## config.mk

```make
export PLATFORM = sky130hd
export DESIGN_NAME = supply_fault_detector_cfg
export DESIGN_NICKNAME = d
export VERILOG_FILES = /design/src/design/supply_fault_pkg.sv /design/src/design/glitch_filter.sv /design/src/design/supply_fault_detector_cfg.sv /design/src/design/threshold_compare.sv
export VERILOG_INCLUDE_DIRS = /design/src /design/src/design
export SDC_FILE = /design/constraint.sdc
export NUM_CORES = 1
export LEC_CHECK = 0
export BUFFER_PORTS_ARGS = -buffer_cell sky130_fd_sc_hd__buf_2
export CAP_MARGIN = 10
export CORE_MARGIN = 3
export CORE_UTILIZATION = 30
export CTS_CLUSTER_DIAMETER = 50
export DETAILED_ROUTE_END_ITERATION = 12
export PLACE_DENSITY_LB_ADDON = 0.08
export REMOVE_ABC_BUFFERS = 1
export SYNTH_ARGS = -nofsm -noshare
export SYNTH_HDL_FRONTEND = slang
export SYNTH_SLANG_ARGS = --single-unit
```

## constraint.sdc

```tcl
create_clock -name clk -period 3.6 [get_ports clk]
set_clock_uncertainty 0.1 [all_clocks]
set_input_delay 0 -clock clk [delete_from_list [all_inputs] [get_ports clk]]
set_output_delay 0 -clock clk [all_outputs]
set_load 0.01 [all_outputs]
```

## src/design/supply_fault_map.svh

```systemverilog
// Register offsets, field positions, reset values and timing figures of the detector bank
`ifndef SUPPLY_FAULT_MAP_SVH
`define SUPPLY_FAULT_MAP_SVH

// ----------------------------------------------------------------------------
// Register offsets
// ----------------------------------------------------------------------------
`define OVER_THRESHOLD_ADDR   8'h40
`define OVER_HYST_ADDR        8'h41
`define UNDER_THRESHOLD_ADDR  8'h42
`define UNDER_HYST_ADDR       8'h43
`define DETECTOR_CFG_ADDR     8'h44
`define FUNCTION_SELECT_ADDR  8'h45
`define GENERAL_CFG_ADDR      8'h46

// ----------------------------------------------------------------------------
// Field positions
// ----------------------------------------------------------------------------
`define HYST_MSB              4
`define FILTER_DELAY_MSB      4
`define FILTER_DELAY_LSB      2
`define FAULT_TYPE_MSB        1
`define FUNCTION_SELECT_MSB   1
`define GENERAL_CFG_MSB       6

// ----------------------------------------------------------------------------
// Reset values
// ----------------------------------------------------------------------------
`define OVER_THRESHOLD_RST    8'hFF
`define UNDER_THRESHOLD_RST   8'h00
`define HYST_RST              5'h00
`define FILTER_DELAY_RST      3'h0
`define GENERAL_CFG_RST       7'h00

// ----------------------------------------------------------------------------
// Timing
// ----------------------------------------------------------------------------
`define CLK_FREQ_MHZ          10
`define FILTER_DELAY_0_US     0
`define FILTER_DELAY_1_US     5
`define FILTER_DELAY_2_US     10
`define FILTER_DELAY_3_US     20
`define FILTER_DELAY_4_US     30
`define FILTER_DELAY_5_US     50
`define FILTER_DELAY_6_US     75
`define FILTER_DELAY_7_US     100

`endif

```

## src/design/supply_fault_pkg.sv

```systemverilog
// Types shared by the supply fault detector bank
`default_nettype none

package supply_fault_pkg;

  typedef enum logic [1:0] {
    FT_OVER   = 2'b00,
    FT_EITHER = 2'b01,
    FT_UNDER  = 2'b10,
    FT_OFF    = 2'b11
  } fault_type_type;

  typedef enum logic [1:0] {
    FS_DETECTOR     = 2'b00,
    FS_GENERAL      = 2'b01,
    FS_GENERAL_WARN = 2'b10,
    FS_NONE         = 2'b11
  } function_select_type;

endpackage : supply_fault_pkg

`default_nettype wire

```

## src/design/glitch_filter.sv

```systemverilog
// Persistence filter that passes only changes lasting longer than a cycle limit
`default_nettype none

module glitch_filter #(
  parameter int COUNT_W = 10
) (
  // Clock and reset
  input  wire logic               clk,
  input  wire logic               reset_n,
  // Raw input and delay in cycles
  input  wire logic               raw,
  input  wire logic [COUNT_W-1:0] limit,
  // Filtered output
  output var  logic               filtered
);

  logic [COUNT_W-1:0] count_q;
  logic               differ;
  logic               expired;

  assign differ  = raw != filtered;
  assign expired = count_q >= limit;

  // ----------------------------------------------------------------------------
  // Persistence counter
  // ----------------------------------------------------------------------------
  always_ff @(posedge clk) begin
    if (!reset_n) begin
      count_q <= '0;
    end else if (!differ || expired) begin
      count_q <= '0;
    end else begin
      count_q <= count_q + 1'b1;
    end
  end

  // A change must outlast the limit before it is passed on
  always_ff @(posedge clk) begin
    if (!reset_n) begin
      filtered <= 1'b0;
    end else if (differ && expired) begin
      filtered <= raw;
    end
  end
endmodule : glitch_filter

`default_nettype wire

```

## src/design/supply_fault_detector_cfg.sv

```systemverilog
// Register bank and fault decision for one dual function supervised input
// Function
// - Hold writable over threshold, compare level.
// - Over condition lowers threshold by hysteresis.
// - Hold writable under threshold, compare level.
// - Under condition raises threshold by hysteresis.
// - Filter code selects 0 to 100 us.
// - Type code picks over, either, under, off.
// - Code 00 detector fault, 01 input fault.
// - Code 10 input fault, detector warning.
// - Code 11 gives no fault, no warning.
// - Detector pulses shorter than filter delay are ignored.
`default_nettype none
`include "supply_fault_map.svh"

module supply_fault_detector_cfg #(
  parameter int COUNT_W = 10
) (
  // Clock and reset
  input  wire logic       clk,
  input  wire logic       reset_n,
  // Register port
  input  wire logic [7:0] reg_addr,
  input  wire logic       reg_write,
  input  wire logic [7:0] reg_wdata,
  input  wire logic       reg_read,
  output var  logic [7:0] reg_rdata,
  output var  logic       reg_rdata_valid,
  // Supervised level and logic input
  input  wire logic [7:0] supply_level,
  input  wire logic       general_purpose_input,
  // Conditions and decisions
  output var  logic       overvoltage_condition,
  output var  logic       undervoltage_condition,
  output var  logic       fault_out,
  output var  logic       warning_out
);

  import supply_fault_pkg::*;

  // ----------------------------------------------------------------------------
  // Helpers
  // ----------------------------------------------------------------------------
  function automatic logic write_to(input logic [7:0] offset);
    write_to = reg_write && (reg_addr == offset);
  endfunction : write_to

  function automatic logic [COUNT_W-1:0] delay_cycles(input logic [2:0] code);
    delay_cycles = '0;
    unique case (code)
      3'h0: delay_cycles = COUNT_W'(`FILTER_DELAY_0_US * `CLK_FREQ_MHZ);
      3'h1: delay_cycles = COUNT_W'(`FILTER_DELAY_1_US * `CLK_FREQ_MHZ);
      3'h2: delay_cycles = COUNT_W'(`FILTER_DELAY_2_US * `CLK_FREQ_MHZ);
      3'h3: delay_cycles = COUNT_W'(`FILTER_DELAY_3_US * `CLK_FREQ_MHZ);
      3'h4: delay_cycles = COUNT_W'(`FILTER_DELAY_4_US * `CLK_FREQ_MHZ);
      3'h5: delay_cycles = COUNT_W'(`FILTER_DELAY_5_US * `CLK_FREQ_MHZ);
      3'h6: delay_cycles = COUNT_W'(`FILTER_DELAY_6_US * `CLK_FREQ_MHZ);
      3'h7: delay_cycles = COUNT_W'(`FILTER_DELAY_7_US * `CLK_FREQ_MHZ);
    endcase
  endfunction : delay_cycles

  // ----------------------------------------------------------------------------
  // Registers
  // ----------------------------------------------------------------------------
  logic [7:0]          overvoltage_threshold_code_q;
  logic [4:0]          over_hysteresis_code_q;
  logic [7:0]          undervoltage_threshold_code_q;
  logic [4:0]          under_hysteresis_code_q;
  logic [2:0]          glitch_filter_delay_q;
  fault_type_type      fault_type_select_q;
  function_select_type function_select_q;
  logic [6:0]          general_cfg_q;

  logic [COUNT_W-1:0]  filter_limit;
  logic                detect_raw;
  logic                detect_filtered;
  logic                detect_active;
  logic                general_input_q;
  logic [7:0]          rdata_d;

  // Thresholds and hysteresis
  always_ff @(posedge clk) begin
    if (!reset_n) begin
      overvoltage_threshold_code_q  <= `OVER_THRESHOLD_RST;
      over_hysteresis_code_q        <= `HYST_RST;
      undervoltage_threshold_code_q <= `UNDER_THRESHOLD_RST;
      under_hysteresis_code_q       <= `HYST_RST;
    end else begin
      if (write_to(`OVER_THRESHOLD_ADDR)) begin
        overvoltage_threshold_code_q <= reg_wdata;
      end
      if (write_to(`OVER_HYST_ADDR)) begin
        over_hysteresis_code_q <= reg_wdata[`HYST_MSB:0];
      end
      if (write_to(`UNDER_THRESHOLD_ADDR)) begin
        undervoltage_threshold_code_q <= reg_wdata;
      end
      if (write_to(`UNDER_HYST_ADDR)) begin
        under_hysteresis_code_q <= reg_wdata[`HYST_MSB:0];
      end
    end
  end

  // Detector, function and logic input configuration
  always_ff @(posedge clk) begin
    if (!reset_n) begin
      glitch_filter_delay_q <= `FILTER_DELAY_RST;
      fault_type_select_q   <= FT_OFF;
      function_select_q     <= FS_NONE;
      general_cfg_q         <= `GENERAL_CFG_RST;
    end else begin
      if (write_to(`DETECTOR_CFG_ADDR)) begin
        glitch_filter_delay_q <= reg_wdata[`FILTER_DELAY_MSB:`FILTER_DELAY_LSB];
        fault_type_select_q   <= fault_type_type'(reg_wdata[`FAULT_TYPE_MSB:0]);
      end
      if (write_to(`FUNCTION_SELECT_ADDR)) begin
        function_select_q <= function_select_type'(reg_wdata[`FUNCTION_SELECT_MSB:0]);
      end
      if (write_to(`GENERAL_CFG_ADDR)) begin
        general_cfg_q <= reg_wdata[`GENERAL_CFG_MSB:0];
      end
    end
  end

  // ----------------------------------------------------------------------------
  // Read back
  // ----------------------------------------------------------------------------
  // Unimplemented bits are padded with zero, so software gains nothing from them
  always_comb begin
    unique case (reg_addr)
      `OVER_THRESHOLD_ADDR:  rdata_d = overvoltage_threshold_code_q;
      `OVER_HYST_ADDR:       rdata_d = {3'h0, over_hysteresis_code_q};
      `UNDER_THRESHOLD_ADDR: rdata_d = undervoltage_threshold_code_q;
      `UNDER_HYST_ADDR:      rdata_d = {3'h0, under_hysteresis_code_q};
      `DETECTOR_CFG_ADDR:    rdata_d = {3'h0, glitch_filter_delay_q, fault_type_select_q};
      `FUNCTION_SELECT_ADDR: rdata_d = {6'h00, function_select_q};
      `GENERAL_CFG_ADDR:     rdata_d = {1'b0, general_cfg_q};
      default:               rdata_d = 8'h00;
    endcase
  end

  always_ff @(posedge clk) begin
    if (!reset_n) begin
      reg_rdata       <= 8'h00;
      reg_rdata_valid <= 1'b0;
    end else begin
      reg_rdata_valid <= reg_read;
      if (reg_read) begin
        reg_rdata <= rdata_d;
      end
    end
  end

  // ----------------------------------------------------------------------------
  // Comparators
  // ----------------------------------------------------------------------------
  threshold_compare #(
    .ABOVE (1'b1)
  ) over_compare (
    .clk        (clk),
    .reset_n    (reset_n),
    .level      (supply_level),
    .threshold  (overvoltage_threshold_code_q),
    .hysteresis (over_hysteresis_code_q),
    .condition  (overvoltage_condition)
  );

  threshold_compare #(
    .ABOVE (1'b0)
  ) under_compare (
    .clk        (clk),
    .reset_n    (reset_n),
    .level      (supply_level),
    .threshold  (undervoltage_threshold_code_q),
    .hysteresis (under_hysteresis_code_q),
    .condition  (undervoltage_condition)
  );

  // ----------------------------------------------------------------------------
  // Detector selection and filter
  // ----------------------------------------------------------------------------
  always_comb begin
    unique case (fault_type_select_q)
      FT_OVER:   detect_raw = overvoltage_condition;
      FT_EITHER: detect_raw = overvoltage_condition | undervoltage_condition;
      FT_UNDER:  detect_raw = undervoltage_condition;
      FT_OFF:    detect_raw = 1'b0;
    endcase
  end

  assign filter_limit = delay_cycles(glitch_filter_delay_q);

  glitch_filter #(
    .COUNT_W (COUNT_W)
  ) detect_filter (
    .clk      (clk),
    .reset_n  (reset_n),
    .raw      (detect_raw),
    .limit    (filter_limit),
    .filtered (detect_filtered)
  );

  // The filter may still drain a stale high after a switch to off, so gate it here
  assign detect_active = detect_filtered && (fault_type_select_q != FT_OFF);

  // ----------------------------------------------------------------------------
  // Role of the input
  // ----------------------------------------------------------------------------
  always_ff @(posedge clk) begin
    if (!reset_n) begin
      general_input_q <= 1'b0;
    end else begin
      general_input_q <= general_purpose_input;
    end
  end

  always_ff @(posedge clk) begin
    if (!reset_n) begin
      fault_out   <= 1'b0;
      warning_out <= 1'b0;
    end else begin
      unique case (function_select_q)
        FS_DETECTOR: begin
          fault_out   <= detect_active;
          warning_out <= 1'b0;
        end
        FS_GENERAL: begin
          fault_out   <= general_input_q;
          warning_out <= 1'b0;
        end
        FS_GENERAL_WARN: begin
          fault_out   <= general_input_q;
          warning_out <= detect_active;
        end
        FS_NONE: begin
          fault_out   <= 1'b0;
          warning_out <= 1'b0;
        end
      endcase
    end
  end
endmodule : supply_fault_detector_cfg

`default_nettype wire

```

## src/design/threshold_compare.sv

```systemverilog
// Threshold comparator with hysteresis for one supervised condition
`default_nettype none

module threshold_compare #(
  parameter bit ABOVE = 1'b1
) (
  // Clock and reset
  input  wire logic       clk,
  input  wire logic       reset_n,
  // Supervised level and settings
  input  wire logic [7:0] level,
  input  wire logic [7:0] threshold,
  input  wire logic [4:0] hysteresis,
  // Condition
  output var  logic       condition
);

  logic [8:0] level_w;
  logic [8:0] thr_w;
  logic       enter_ok;
  logic       hold_ok;

  assign level_w = {1'b0, level};
  assign thr_w   = {1'b0, threshold};

  // Sums avoid the wrap that a subtracted threshold would suffer
  always_comb begin
    if (ABOVE) begin
      enter_ok = level_w > thr_w;
      hold_ok  = (level_w + 9'(hysteresis)) > thr_w;
    end else begin
      enter_ok = level_w < thr_w;
      hold_ok  = level_w < (thr_w + 9'(hysteresis));
    end
  end

  always_ff @(posedge clk) begin
    if (!reset_n) begin
      condition <= 1'b0;
    end else begin
      condition <= condition ? hold_ok : enter_ok;
    end
  end
endmodule : threshold_compare

`default_nettype wire

```

### After elaboration in Yosys (flattened, before gate mapping)

Memories as Yosys holds them, arrays and structs flattened. A register that Yosys moved wholly into a read port is not among the register bits.
Cells that the tools add are included.

| word-level totals | value |
|---|---|
| memories | 1 |
| latch bits | 0 |
| word-level logic and storage cells | 67 |
| flip-flop bits (word level) | 65 |
| bits in read-only memories | 72 |
| memory bits (writable) | 0 |
| input bits | 29 |

| cells by class | value |
|---|---|
| reduce and logical (&&, ||, !) cells | 16 |
| bitwise logic cells | 2 |
| div/mod/pow operators | 0 |
| add/sub/neg operators | 3 |
| multipliers | 0 |
| magnitude comparators | 5 |
| equal/unequal tests | 15 |
| shift-type cells | 0 |
| muxes and demuxes | 8 |

Memory list:

| name | words | width | rd ports | clocked after Yosys merged registers in | write ports | line | RTL |
|---|---|---|---|---|---|---|---|
| (no name shown) | 8 | 9 | 1 | 1 | 0 | supply_fault_detector_cfg.sv:50 | `unique case (code)` |

Operators with widths:

| cell | number |
|---|---|
| 8-bit by 7-bit equality test with 1-bit output, second input constant | 7 |
| 8-bit one-hot mux with 7 select lines | 1 |
| 8-bit by 5-bit adder with 9-bit output | 2 |
| 10-bit by 1-bit adder with 10-bit output, second input constant | 1 |
| 10-bit >= comparator | 1 |
| 9-bit by 8-bit > comparator with 1-bit output | 1 |
| 1-bit logical AND | 9 |
| 8-bit by 9-bit < comparator with 1-bit output | 1 |
| 2-bit equality test, second input constant | 4 |
| 8-bit > comparator | 1 |
| 8-bit < comparator | 1 |
| 3-bit two-way mux | 2 |
| 2-bit by 1-bit equality test with 1-bit output, second input constant | 2 |
| 2-bit zero test | 2 |
| 1-bit one-hot mux with 4 select lines | 1 |
| 2-bit OR reduction | 2 |
| 1-bit one-hot mux with 3 select lines | 1 |
| 3-bit OR reduction | 1 |
| 1-bit two-way mux | 2 |
| 2-bit inequality test, second input constant | 1 |
| 1-bit one-hot mux with 2 select lines | 1 |
| 1-bit zero test | 1 |
| 1-bit logical OR | 1 |
| 1-bit inequality test | 1 |
| other kinds (2) | 2 |

### Logic depth before layout (Yosys ltp)

Gate-level depths: netlist (run 1).

| logic depth | value |
|---|---|
| depth after elaboration | 6 |
| depth in mapped cells | 13 |

### By module

Synthesis (run 1) repeated with hierarchy kept, for this count alone.

| second synthesis, totals | value |
|---|---|
| cells, all modules | 514 |
| area total of the unflattened synthesis | 4,793.3 um^2 |

Modules (own cells, without submodules):

| module | instances | cells an instance | area an instance (um^2) |
|---|---|---|---|
| supply_fault_detector_cfg | 1 | 257 | 2,735.1 |
| threshold_compare at over_compare | 1 | 94 | 723.2 |
| glitch_filter | 1 | 83 | 696.9 |
| threshold_compare at under_compare | 1 | 80 | 638.1 |

### Worst setup path before layout (run 1)

Ideal clock, no wire load.

| timing | value |
|---|---|
| path type | register to register |
| from | register under_hysteresis_code_q[0] |
| to | register under_compare.condition |
| slack | 0.881 ns |
| path buffers | 0 |
| cell stages (with the launch flop) | 13 |
| arrival | 2.503 ns |
| required time | 3.384 ns |
| cell sequence | dfxtp_1 ha_1 fa_1 a211oi_1 nor2_1 o21ai_0 xnor2_1 ha_1 nand4_1 and3_1 o21ai_0 o211ai_1 a31o_2 |

| between the ends | value |
|---|---|
| longest elaborated chain between the ends | 3 |

Ends and longest elaborated chain:

| element | line | RTL |
|---|---|---|
| start: declaration | supply_fault_detector_cfg.sv:68 | `logic [4:0] under_hysteresis_code_q;` |
| start signal: assignment | supply_fault_detector_cfg.sv:87 | `` under_hysteresis_code_q <= `HYST_RST; `` |
| start signal: assignment | supply_fault_detector_cfg.sv:99 | `` under_hysteresis_code_q <= reg_wdata[`HYST_MSB:0]; `` |
| 8-bit by 5-bit adder with 9-bit output | threshold_compare.sv:33 | `hold_ok = level_w < (thr_w + 9'(hysteresis));` |
| 8-bit by 9-bit < comparator with 1-bit output | threshold_compare.sv:33 |  |
| 1-bit two-way mux | threshold_compare.sv:41 | `condition <= condition ? hold_ok : enter_ok;` |
| end signal: assignment | threshold_compare.sv:41 |  |
| end: declaration | threshold_compare.sv:15 | `output var logic condition` |

Every way passes these cells.
A chain may end at the register's enable or synchronous reset.

### Worst setup path in the final report (run 1)

Same ends and word-level chain as after synthesis.

==> results.md, run 1 <==
- The flow ran to the end, and the final reports show no timing, DRC or antenna violations.
- The final count of pins violating max slew is 0.
- The core region area is 15200 µm².
- The global-route usage over all layers is 15.7%.
- The worst setup path is of the reg -> reg kind.
- The launching element of the worst setup path is under_hysteresis_code_q[0]$_SDFFE_PN0P_.
- The number of failing setup endpoints in the final timing report is 0.
- The worst slack at placement is 0.682 ns.
- Wires add up to 12800 µm.
- The number of different library cells used by synthesis comes to 64.
- TritonCTS built the clock tree.
- The time the final worst path needs with I/O delays and setup is 2.95 ns.
- 42 I/O pins were placed.
- The first global-routing pass estimated 20700 µm of wire.
- Timing would allow up to between 0.3 and 0.4 GHz.
- In the finished design, the share of the clock period the worst path needs comes to 81.9%.
- The power per cell area is around 330 nW/µm².
- The total number of nets in the final design is slightly below 700.
- The critical path goes through ha_1, fa_1, a211oi_1, nor2_1, o21ai_0, xnor2_1, ha_1, nand4_1, and3_1, o21ai_0, o211ai_1, a31o_2.
- Following the worst setup path forward leads to its endpoint at under_compare.condition$_SDFF_PN0_.
- Once placement completed, the tool counted placed cells totaling 756.
- The Yosys warning count is 0.
- Detailed placement finished with a half-perimeter wire length of 9890 µm.
- The via-per-instance ratio is ~5.
- The type of element capturing the critical path is a flip-flop.
- The post-synthesis sequential area ratio is 31.7%.
- Synthesis produced 543 cells.
- Summed over all cells, the static leakage comes to 0.00240 µW.
- The longest clock path from root to sink contains 2 buffers.
- The kind of cell adding the most delay to the critical path is adder cells.
- The fraction of final layout cells with drive strength greater than 1 is about an eighth.
- For the worst setup path, the data arrival time is 3.08 ns.
- The standard-cell row count is 45.
- In this run the worst hold path is classified as in -> reg.
- The origin of the critical flop-to-flop path is under_hysteresis_code_q[0]$_SDFFE_PN0P_.
- For this design, the slowest cell found on the critical path is sky130_fd_sc_hd__fa_1.
- In this run, CTS created clock tree buffers numbering 9.
- The leading cell type in the layout, fill and taps excluded is sky130_fd_sc_hd__dfxtp_1.
- The area growth from synthesis to layout is 16.8%.
- The synthesized netlist occupies a cell area of around 4700 µm².
- The aggregate negative setup slack is 0 ns.
- For this run, the detailed router's first-pass iteration total came to 4.
- Setup repair after global routing left no endpoint under its margin.
- Headroom to the max-slew limit came out at 45.6%.
- The count of cells in the finished layout, fillers not included, comes to 785.
- The total overflow reported by the global router is 0.
- The final routed wire length divided by cell count is 16.3 µm.
- The worst-case reg-to-reg path depth is 12.
- In this design, the stage delay of the slowest critical-path cell is ~0.43 ns.
- The clock slew at the register clock pins of the worst setup and hold paths is 0.06 ns.
- The y dimension of the die is between 100 and 150 µm.
- In this run the worst path has a maximum fanout of 4.
- The H-tree depth reported by CTS is 3.
- Counting both buffers and inverters, the worst setup path holds a total of 0.
- The number of antenna diodes in the final layout is 0.
- Post-CTS repair changed the size of 0 cells.
- The number of antenna violations at the first check in global routing was 0.
- In the layout the commonest cells are sky130_fd_sc_hd__dfxtp_1 (74), sky130_fd_sc_hd__ha_1 (58), sky130_fd_sc_hd__nand3_1 (49), sky130_fd_sc_hd__nand2_1 (48), sky130_fd_sc_hd__buf_2 (41).
- The count of clock tree sinks is 74.
- The overall die area is 17100 µm².
- Counting flops and latches in the post-synthesis netlist gives 74.
- At the pin with the least slew margin, the transition time is 0.814 ns.
- In the synthesized netlist the dominant register cell turns out to be sky130_fd_sc_hd__dfxtp_1.
- The number of design rule violations left after detail routing is 0.
- The via total after detailed routing is 3950.
- The logic depth of the worst path, buffers included is 12.
- The fill cell instance count of the final layout is 1570.
- The final weighted congestion in routability-driven placement is 0.775.
- Yosys mapped a number of flops with a built-in enable equal to 0.
- The via count of the first global-routing pass came to 3831.
- The cell chosen for the clock root is sky130_fd_sc_hd__clkbuf_16.
- The setup slack on the worst flop-to-flop path is 0.65 ns.
- The effective utilization at floorplan is 30.8%.
- Setup slack on the critical path of the routed design comes to 0.653 ns.
- The share of async-settable or async-resettable flops after synthesis is 0%.
- The average cell area after synthesis is 8.62 µm².
- From left edge to right edge, the die measures ~130 µm.
- The pin count of the biggest net entering global routing is 39.
- The worst vdd rail ir drop is 0.243 mV.
- The startpoint type of the worst setup path is a flip-flop.
- The number of violations of the max-capacitance limit is 0.
- The worst reg2reg path endpoint is under_compare.condition$_SDFF_PN0_.
- The final count of hold timing violations is 0.
- The clock insertion delay at the later pin of the skew report is about 0.33 ns.
- The number of violations reported at the end of detailed-routing iteration 0 is 180.
- The worst path required time is 3.73 ns.
- Port buffering added 41 buffers.
- In this run the remaining antenna-violating nets after routing total 0.
-- final cells by class --
| class | instances | area [µm²] | share of cell area [%] |
|---|---|---|---|
| clock buffer | 10 | 229 | 4.19 |
| clock inverter | 6 | 43.8 | 0.801 |
| inverter | 44 | 165 | 3.02 |
| multi-input combinational | 404 | 2940 | 53.7 |
| sequential | 74 | 1480 | 27.1 |
| tap | 188 | 235 | 4.31 |
| timing repair buffer | 59 | 373 | 6.82 |
-- how the worst min path moves through the flow --
stage / start / end / slack (ns) / cells after the start
after floorplan: reset_n / fault_type_select_q[0]$_SDFFE_PN1P_ / -0.04 / 1
after detailed placement: general_purpose_input / general_input_q$_SDFF_PN0_ / 0.11 / 2
final: reg_addr[5] / reg_rdata[0]$_SDFFE_PN0P_ / 0.05 / 5
after global placement: general_purpose_input / general_input_q$_SDFF_PN0_ / 0.11 / 2
after global routing: reg_addr[4] / reg_rdata[5]$_SDFFE_PN0P_ / 0.08 / 5
after CTS: reg_addr[5] / reg_rdata[0]$_SDFFE_PN0P_ / 0.04 / 5
-- routing by layer --
layer  global-route usage (%)  up-vias  share of wire [%]
met2                     27.1       44                 51
met3                     2.93       10                2.4
met5                        0        -                  0
li1                         -     2033                  -
met1                     20.7     1863                 46
met4                     2.90        0               0.70
-- Yosys cell counts, drive strengths merged, types with 2 or more instances --
master,number,area [µm²]
mux4,4,90.1
nor2,39,149
nand3,50,263
and3,4,25.0
nand2b,7,43.8
nor2b,9,56.3
a22oi,2,15.0
xor2,5,43.8
nor3b,5,37.5
o2111ai,2,17.5
buf,7,42.5
fa,2,40.0
and2,2,12.5
o21a,5,37.5
and4,2,17.5
inv,43,161
a31oi,2,12.5
dfxtp,74,1480
a21oi,26,130
a31o,2,17.5
mux2,3,33.8
nor4b,2,17.5
o21ai,32,164
nand2,48,180
mux2i,25,250
nand4,9,68.8
a21o,3,22.5
ha,58,726
xnor2,12,105
clkbuf,14,52.6
o21bai,3,22.5
nor3,3,15.0
and4b,2,20.0
a211oi,10,75.1
a211o,3,26.3
o211ai,7,52.6
-- kinds of logic (layout without fill, tap and decap cells) --
logic type,after synthesis,after routing,synth area share [%]
mux,32,32,8.00
flops,74,74,31.7
compound gates,108,108,14.7
xor+xnor,17,17,3.18
buf+inv,65,119,5.56
fa+ha+maj,60,60,16.4
simple gates,187,187,20.5
-- power breakdown --
group / internal [µW] / switching [µW] / total, µW
sequential: 822 / 4.03 / 826
combinational: 63.9 / 94.0 / 158
clock: 466 / 358 / 824
-- what timing repair did --
item                                   CTS  global route
hold buffers                            13             0
endpoints found under the hold margin   45             0
buffers inserted                         0             0
-- tightest hold or removal path, stage by stage --
cell                      delay (ns)
sky130_fd_sc_hd__buf_2          0.07
sky130_fd_sc_hd__or4b_4         0.13
sky130_fd_sc_hd__nor2_2         0.07
sky130_fd_sc_hd__nand2_1        0.07
sky130_fd_sc_hd__o21ai_0        0.08
-- per-stage QoR --
step	hold slack, ns	util (%)	power [µW]	instance area, µm²
2_1_floorplan	-0.0381	-	912	4580
3_3_place_gp	0.106	33.3	991	5060
3_5_place_dp	0.112	33.3	993	5060
4_1_cts	0.0386	35.9	1850	5460
5_1_grt	0.0782	35.9	1900	5460
6_report	0.0506	35.9	1810	5460
-- registers in the layout, summed over array words and instances, names as in the netlist --
register                       count
filter_limit                       9
under_compare.condition            1
glitch_filter_delay_q              3
fault_type_select_q                2
reg_rdata_valid                    1
under_hysteresis_code_q            5
detect_filter.filtered             1
over_compare.condition             1
function_select_q                  2
fault_out                          1
detect_filter.count_q             10
general_input_q                    1
overvoltage_threshold_code_q       8
undervoltage_threshold_code_q      8
over_hysteresis_code_q             5
general_cfg_q                      7
reg_rdata                          8
warning_out                        1
No activity file was read; power rests on OpenSTA's default activity.
==> run 2: changes to the inputs <==
--- a/config.mk
+++ b/config.mk
@@ -6,6 +6,7 @@
 export SDC_FILE = /design/constraint.sdc
 export NUM_CORES = 1
 export LEC_CHECK = 0
+export ABC_AREA = 1
 export BUFFER_PORTS_ARGS = -buffer_cell sky130_fd_sc_hd__buf_2
 export CAP_MARGIN = 10
 export CORE_MARGIN = 3
==> constraint.sdc (replaced) <==
create_clock -name clk -period 2.8 [get_ports clk]
set_clock_uncertainty 0.1 [all_clocks]
set_input_delay 0 -clock clk [delete_from_list [all_inputs] [get_ports clk]]
set_output_delay 0 -clock clk [all_outputs]
set_load 0.01 [all_outputs]
==> results.md, run 2 <==
- The flow ran to the end, and the final reports show no timing, DRC or antenna violations.
- The met1 track utilization from global routing is about a fifth.
- The share of the synthesized area in compound gates (AO/OA/AOI/OAI) is 15.6%.
- The first-pass GRT wire length is approximately 21000 µm.
- The simple-gate share of the synthesized area is between 20% and 30%.
- The die extent in x is 129 µm.
- Of the cells placed in the final design, the portion with a size suffix greater than 1 is 11.1%.
- The setup slack on the worst flop-to-flop path is 0.21 ns.
- The register with the most flip-flops in the layout has 10 of them.
- Setup repair after global routing left no endpoint under its margin.
- The number of antenna violations at the first check in global routing is 0.
- The worst vdd rail ir drop is 0.266 mV.
- The Yosys step of the flow raised 0 warnings.
- The filler cells instantiated in the layout total 1599.
- Yosys mapped the design onto 38 distinct sky130hd cell types.
- The origin of the critical flop-to-flop path is under_hysteresis_code_q[0]$_SDFFE_PN0P_.
- The share of async-settable or async-resettable flops after synthesis is 0%.
- The number of input and output port buffers inserted is 41.
- The total number of nets in the final design is about 770.
- The worst setup path is launched from a flip-flop.
- Setup slack on the critical path of the routed design comes to 0.209 ns.
- In this run the number of H-tree levels came out at 3.
- For this run, global-route usage on met3 was measured as approximately 4%.
- Sorting the synthesized cells by area gives the leading types as sky130_fd_sc_hd__dfxtp_1 (32%), sky130_fd_sc_hd__ha_1 (16%), sky130_fd_sc_hd__nand2_1 (8.6%).
- The xor and xnor fraction of the mapped netlist area is 3.07%.
- The clock slew at the register clock pins of the worst setup and hold paths is 0.06 ns.
- The critical path goes through ha_1, fa_1, nand3_1, nand3_1, nand2_1, a21oi_1, xor2_1, ha_1, a21o_1, nand4_1, nand2_1, nor2_1, nand3_1, a21oi_1.
- The share of synthesized area in the top cell type comes to 32.5%.
- The via total after detailed routing is 4100.
- For the pin with the worst max-slew slack, the measured transition is between 0.6 and 0.7 ns.
- Subtracting the final worst setup slack from the clock period gives 2.59 ns.
- The headroom to the max-slew limit is 57.4%.
- The first TritonRoute pass finished after 4 iterations.
- The effective utilization at floorplan is 31.0%.
- The top-level port count is 42.
- The layer with the highest usage is met2.
- The final count of hold timing violations was 0.
- The final count of pins violating max slew is 0.
- The dominant cell by count in the synthesized netlist is sky130_fd_sc_hd__nand2_1.
- The internal power of the cells totals 1870 µW.
- The number of synthesized register bits is between 70 and 80.
- In the synthesized netlist, the cells that appear most often are sky130_fd_sc_hd__nand2_1 (105), sky130_fd_sc_hd__inv_1 (94), sky130_fd_sc_hd__dfxtp_1 (74).
- The arrival time at the worst endpoint is roughly 2.8 ns.
- Sequential cells burn 43.0% of the power.
- Leaving out fill and tap cells, the most frequent cells in the layout are sky130_fd_sc_hd__nand2_1 (105), sky130_fd_sc_hd__inv_1 (94), sky130_fd_sc_hd__dfxtp_1 (74), sky130_fd_sc_hd__a21oi_1 (63), sky130_fd_sc_hd__ha_1 (58).
- Net switching is 24.3% of the power.
- The dominant cell type by count on the critical path is sky130_fd_sc_hd__nand3_1.
- The count of clock tree sinks is 74.
- The delay of the slowest critical-path stage is approximately 0.41 ns.
- The register area is 1480 µm².
- The antenna cell count is 0.
- The critical path ends at under_compare.condition$_SDFF_PN0_.
- Setup violations remaining at the end of the flow were counted as 0.
- The core region area is around 15000 µm².
- Setup total negative slack on the finished layout was measured at 0 ns.
- The y dimension of the die is around 130 µm.
- Including well taps, the total number of placed cells is 838.
- The finished layout holds 867 standard cells, fillers aside.
- The via count of the first global-routing pass is approximately 4000.
- The number of antenna-violating nets in the routed design is 0.
- By area, the combinational part of the netlist is dominated by simple AND/OR/NAND/NOR gates.
- The total overflow left after global routing is 0.
- Before CTS, the worst setup slack after placement is roughly 0.16 ns.
- The post-synthesis adder-cell area fraction is 16.8%.
- The cell taking the most area after synthesis is sky130_fd_sc_hd__dfxtp_1.
- Counting flops with a built-in enable in the synthesized netlist gives 0.
- The number of violations of the max-capacitance limit is 0.
- The worst reg2reg path endpoint is under_compare.condition$_SDFF_PN0_.
- The global routing met2 resource utilization is between 20% and 30%.
- TritonCTS built the clock tree.
- Of all nets on the critical path, the largest fanout is 3.
- In this run the power spent charging and discharging nets is 600 µW.
- Derived from the worst setup path, the maximum achievable clock frequency is 0.386 GHz.
- The register with the highest flop count is detect_filter.count_q.
- The library cell used most frequently in the layout, excluding fill and tap cells, is sky130_fd_sc_hd__nand2_1.
- Synthesis handed over a netlist of 623 instances.
- The finished cells cover 5400 µm².
- The number of violations reported at the end of detailed-routing iteration 0 is 179.
- The leakage power total is 0.00243 µW.
- Power spread over the standard cell area amounts to 457 nW/µm².
- The deepest clock path buffer count is 2.
- The standard-cell row count is 44.
- In the global route stage, overall resource usage came out at 16.0%.
- The worst path required time is between 2 and 3 ns.
- The clock insertion delay at the later pin of the skew report is 0.34 ns.
- The dominant register cell in the synthesized netlist is sky130_fd_sc_hd__dfxtp_1.
- The part of the total power dissipated in the clock network is 49.8%.
- The number of buffers created by CTS is 9.
- The via-per-instance ratio is roughly 4.7.
- The root buffer cell chosen for the clock tree is sky130_fd_sc_hd__clkbuf_16.
- The number of design rule violations left after detail routing is 0.
- The die covers 16700 µm².
- The total routed wirelength is ~13000 µm.
- The cell area after placement is 4950 µm².
- The combinational group share of total power is 7.2%.
- Counting cells, the worst reg-to-reg path comes to 14.
- The pin count of the biggest net entering global routing is 42.
- Dividing the synthesized area by the synthesized cell count gives ~7.3 µm².
- The tightest min-delay check is of the in -> reg type.
- The area occupied by multi-input gates is 2650 µm².
- For this design, the slowest cell found on the critical path is sky130_fd_sc_hd__fa_1.
- The HPWL after detailed placement is 9680 µm.
- The critical path is of the reg -> reg type.
- The mapped netlist covers 4560 µm².
- The final routed wire length divided by cell count is 14.7 µm.
- In the finished design, the share of the clock period the worst path needs comes to between 90 and 100%.
- The congestion estimate from routability-driven global placement came to 0.800.
- The launching element of the worst setup path is under_hysteresis_code_q[0]$_SDFFE_PN0P_.
- In the synthesized netlist, mux cells make up 0% of the area.
- Compared with the post-synthesis result, the final layout area differs by 18.3%.
- STA classifies the critical path endpoint as a flip-flop.
- Of the synthesized area, sequential elements account for between 30% and 40%.
==> run 2: cell types whose count changed in the layout (fill, tap and decap cells not counted), moves of 7 or more <==
cell	previous run	this run
sky130_fd_sc_hd__nand2_1	48	105
sky130_fd_sc_hd__inv_1	39	94
sky130_fd_sc_hd__a21oi_1	26	63
sky130_fd_sc_hd__mux2i_1	25	0
sky130_fd_sc_hd__o21ai_0	27	47
sky130_fd_sc_hd__nor2_1	38	57
sky130_fd_sc_hd__nand3_1	49	36
sky130_fd_sc_hd__nor2b_1	9	0
sky130_fd_sc_hd__a211oi_1	10	2
sky130_fd_sc_hd__nand2b_1	7	0
==> run 2: how the worst min path moves through the flow <==
stage                     cells after the start  slack (ns)                                     to                  start
after global placement                        3        0.08             general_input_q$_SDFF_PN0_  general_purpose_input
after detailed placement                      3         0.1             general_input_q$_SDFF_PN0_  general_purpose_input
after floorplan                               1       -0.02      function_select_q[0]$_SDFFE_PN1P_                reset_n
final                                         5       0.007  glitch_filter_delay_q[1]$_SDFFE_PN0P_            reg_addr[5]
after global routing                          5        0.03  glitch_filter_delay_q[1]$_SDFFE_PN0P_            reg_addr[5]
after CTS                                     3       0.003      over_compare.condition$_SDFF_PN0_        supply_level[6]
==> run 2: layout make-up <==
cell class              instances  area share, %
clock buffers                  11           4.68
clock inverters                 5           1.16
inverters                      97           6.75
multi-input cells             439           49.1
flip-flops and latches         74           27.4
well taps                     184           4.27
repair buffers                 57           6.63
==> run 2: cell families after synthesis <==
group                    after synthesis
XOR/XNOR                              16
AND/OR/NAND/NOR                      230
adder cells (fa/ha/maj)               60
buffers and inverters                110
flip-flops                            74
AO/OA/AOI/OAI                        133
==> run 2: critical path: cells and delay by family (launching register included) <==
family	cells	cell delay [ns]
AOI/OAI and AO/OA	3	0.36
xor gates and xnor gates	1	0.15
adders and majority gates	3	0.95
DFF	1	0.33
and+or+nand+nor	7	0.64
==> run 2: repair_timing <==
action / in CTS / in global routing
gates resized for setup: 0 / 2
hold buffers: 13 / 0
hold endpoints to repair: 50 / 0
setup buffers: 0 / 0
setup endpoints to repair: 0 / 2
==> run 2: layer usage <==
metal,part of all wire [%],up-vias
met1,47,1892
met3,2.9,7
met5,0,-
met4,1.2,0
met2,48,43
li1,-,2158
==> run 2: power groups by stage <==
stage / clock, µW / sequential, µW / combinational (µW)
after floorplan: 0 / 1080 / 80.0
after global placement: 0 / 1080 / 162
after detailed placement: 0 / 1080 / 166
after CTS: 1270 / 1060 / 181
after global routing: 1300 / 1060 / 204
final: 1230 / 1060 / 178
==> run 2: metrics by stage <==
stage	hold slack (ns)	utilization, %	total power [µW]
final	0.00696	36.7	2470
after floorplan	-0.0154	-	1160
after detailed placement	0.0950	33.7	1250
after global routing	0.0298	36.7	2570
after CTS	0.00253	36.7	2510
after global placement	0.0849	33.7	1250
==> run 3: changes to the inputs <==
--- a/config.mk
+++ b/config.mk
@@ -6,7 +6,7 @@
 export SDC_FILE = /design/constraint.sdc
 export NUM_CORES = 1
 export LEC_CHECK = 0
-export ABC_AREA = 1
+export ABC_AREA = 0
 export BUFFER_PORTS_ARGS = -buffer_cell sky130_fd_sc_hd__buf_2
 export CAP_MARGIN = 10
 export CORE_MARGIN = 3
==> results.md, run 3 (synthesis results as in run 1) <==
- After detailed routing, the average wire length per cell comes to 16.3 µm.
- For the worst-skew pair, the clock arrives at the later sink with an insertion delay of 0.34 ns.
- Relative to the synthesized area, the layout overhead comes to 21.2%.
- The sequential cells in the finished layout cover a total of 1490 µm².
- The run finished with clean final reports.
- The number of violations of the max-capacitance limit is 0.
- The register with the highest flop count is detect_filter.count_q.
- The type of element capturing the critical path is a flip-flop.
- The number of violations reported at the end of detailed-routing iteration 0 is 233.
- During placement, the flow inserted port buffers numbering 41.
- TritonCTS built the clock tree.
- Summed over all layers, the global routing overflow is 0.
- For this design the static power due to leakage is approximately 0.0025 µW.
- Pin placement for this block handled 42 I/O pins.
- For this design, the sink count on the clock tree is 74.
- Clock-pin slew was measured on the worst setup and hold paths at 0.06 ns.
- Entering global routing, the biggest net connects 27 pins.
- The setup slack on the worst flop-to-flop path is 0.13 ns.
- The time the final worst path needs with I/O delays and setup is 2.67 ns.
- The antenna cell count is 0.
- The largest single stage delay on the critical path is 0.39 ns.
- The met1 track utilization from global routing is 20.1%.
- Setup repair after global routing could not meet its margin everywhere.
- The die is 131 µm wide.
- The arrival time at the worst endpoint is ~2.9 ns.
- Fill cells in the final layout number about 1600.
- Setup violations remaining at the end of the flow were counted as 0.
- The half-perimeter wire length of the detailed placement result is around 10000 µm.
- The leading cell type in the layout, fill and taps excluded is sky130_fd_sc_hd__dfxtp_1.
- The register with the most flip-flops in the layout has 10 of them.
- Leaving out fill and tap cells, the most frequent cells in the layout are sky130_fd_sc_hd__dfxtp_1 (69), sky130_fd_sc_hd__ha_1 (55), sky130_fd_sc_hd__nand3_1 (49), sky130_fd_sc_hd__nand2_1 (48), sky130_fd_sc_hd__buf_2 (41).
- The cell chosen for the clock root is sky130_fd_sc_hd__clkbuf_16.
- At the worst endpoint, the required time is 2.99 ns.
- The multi-input combinational cells in the finished layout cover a total of 2990 µm².
- In the finished design, the share of the clock period the worst path needs comes to 95.5%.
- The standard-cell row count is 45.
- The worst pin sits at a relative slew slack of 58.5%.
- The number of antenna violations at the first check in global routing is 0.
- For this run, design rule violations remaining after detail routing come to 0.
- Using the TritonRoute via totals, the vias-per-cell ratio works out to 5.06.
- The H-tree depth reported by CTS is 3.
- The category of the most critical setup path is reg -> reg.
- The effective utilization at floorplan is between 30% and 40%.
- The overall die area is 17100 µm².
- The global routing met2 resource utilization is 27.6%.
- The count of nets left with antenna violations once routing finished came out at 0.
- The floorplan step set the die height to 131 µm.
- The first-pass GRT wire length is 21000 µm.
- The slew at the pin closest to its max-slew limit is 0.607 ns.
- At the end of routability-driven placement, the weighted congestion stood at slightly above 0.8.
- The highest clock rate is 0.374 GHz.
- The final count of hold timing violations was 0.
- The via count of the first global-routing pass is 3883.
- In the global route stage, met3 resource usage came out at 3.74%.
- In this run the power density over the cells is 434 nW/µm².
- The fraction of final layout cells with drive strength greater than 1 is 18.3%.
- The final count of pins violating max slew is 0.
- The worst setup path is launched from a flip-flop.
- The clock passes through at most 2 buffers.
- The tightest min-delay check is of the in -> reg type.
- The total power of the final layout is 2460 µW.
- The filler-free cell count of the finished design is 799.
- In this run the worst path has a maximum fanout of 4.
- The via total after detailed routing is about 4000.
- Counting the buffers created by CTS gives 9.
- The slowest cell on the critical path is sky130_fd_sc_hd__or4_1.
- The number of iterations in the first detailed-routing pass is 4.
- At the end of the flow, the number of nets in the layout was 695.
- Once placement completed, the tool counted placed cells totaling ~770.
- Traced cell by cell, the critical path runs through ha_1, a21o_1, a21oi_2, nor2_1, or4_1, nor4b_2, ha_2, a211oi_1, and3_1, o21ai_2, o211ai_1, a31o_2.
- The global-route usage over all layers is approximately 16%.
- The total area inside the core boundary comes to around 15000 µm².
- The worst vdd rail ir drop is about 0.28 mV.
- After global routing, the most crowded layer is met2.
- For this block, the routed nets add up to around 13000 µm of wire.
## run 3: worst max-delay path, delay by kind of cell, from the launching register on
| family | cells | cell delay [ns] |
|---|---|---|
| compound gates | 6 | 0.85 |
| fa+ha+maj | 2 | 0.46 |
| simple gates | 4 | 0.84 |
| flops | 1 | 0.36 |
## run 3: area by class of cell
cell class / count / area share, %
Multi-Input combinational cell: 404 / 52.7
Timing Repair Buffer: 73 / 8.48
Clock buffer: 10 / 4.22
Clock inverter: 6 / 1.17
Tap cell: 188 / 4.15
Sequential cell: 74 / 26.3
Inverter: 44 / 2.91
## run 3: report_power, final
group	switching, µW	leakage (µW)	internal [µW]	total (µW)
clock network	472	0.000141	714	1190
logic	125	0.00175	89.2	214
registers	5.03	0.000600	1050	1060
total	602	0.00249	1860	2460
## run 3: final timing paths
check / from / depth (start not counted) / to
worst min register to register: reg_rdata[7]$_SDFFE_PN0P_ / 2 / reg_rdata[7]$_SDFFE_PN0P_
worst min-delay path: reg_addr[7] / 5 / reg_rdata[5]$_SDFFE_PN0P_
worst max-delay path: under_hysteresis_code_q[1]$_SDFFE_PN0P_ / 12 / under_compare.condition$_SDFF_PN0_
worst max register to register: under_hysteresis_code_q[1]$_SDFFE_PN0P_ / 12 / under_compare.condition$_SDFF_PN0_
## run 3: per-layer routing
layer	up-vias	part of all wire, %
li1	2066	-
met1	1919	45
met2	44	50
met3	12	3.6
met4	0	1.4
met5	-	0
## run 3: through the flow
step | setup TNS [ns] | util, % | hold WS (ns) | setup WS [ns] | instance area (µm²)
6_report | 0 | 37.3 | 0.0398 | 0.126 | 5670
5_1_grt | -0.0266 | 37.3 | 0.0879 | -0.0266 | 5670
4_1_cts | 0 | 36.8 | 0.0300 | 0.0427 | 5600
3_5_place_dp | -0.0446 | 33.8 | 0.115 | -0.0446 | 5140
3_3_place_gp | -0.0216 | 33.8 | 0.104 | -0.0216 | 5140
2_1_floorplan | 0 | - | -0.0381 | 0.0810 | 4580
## run 3: repair_timing
| item | CTS | global route |
|---|---|---|
| endpoints found under the hold margin | 46 | 0 |
| gates resized for setup | 5 | 20 |
| setup endpoints to repair | 2 | 2 |
| pin swaps | 1 | 18 |
| hold buffers | 14 | 0 |
| setup buffers | 0 | 2 |
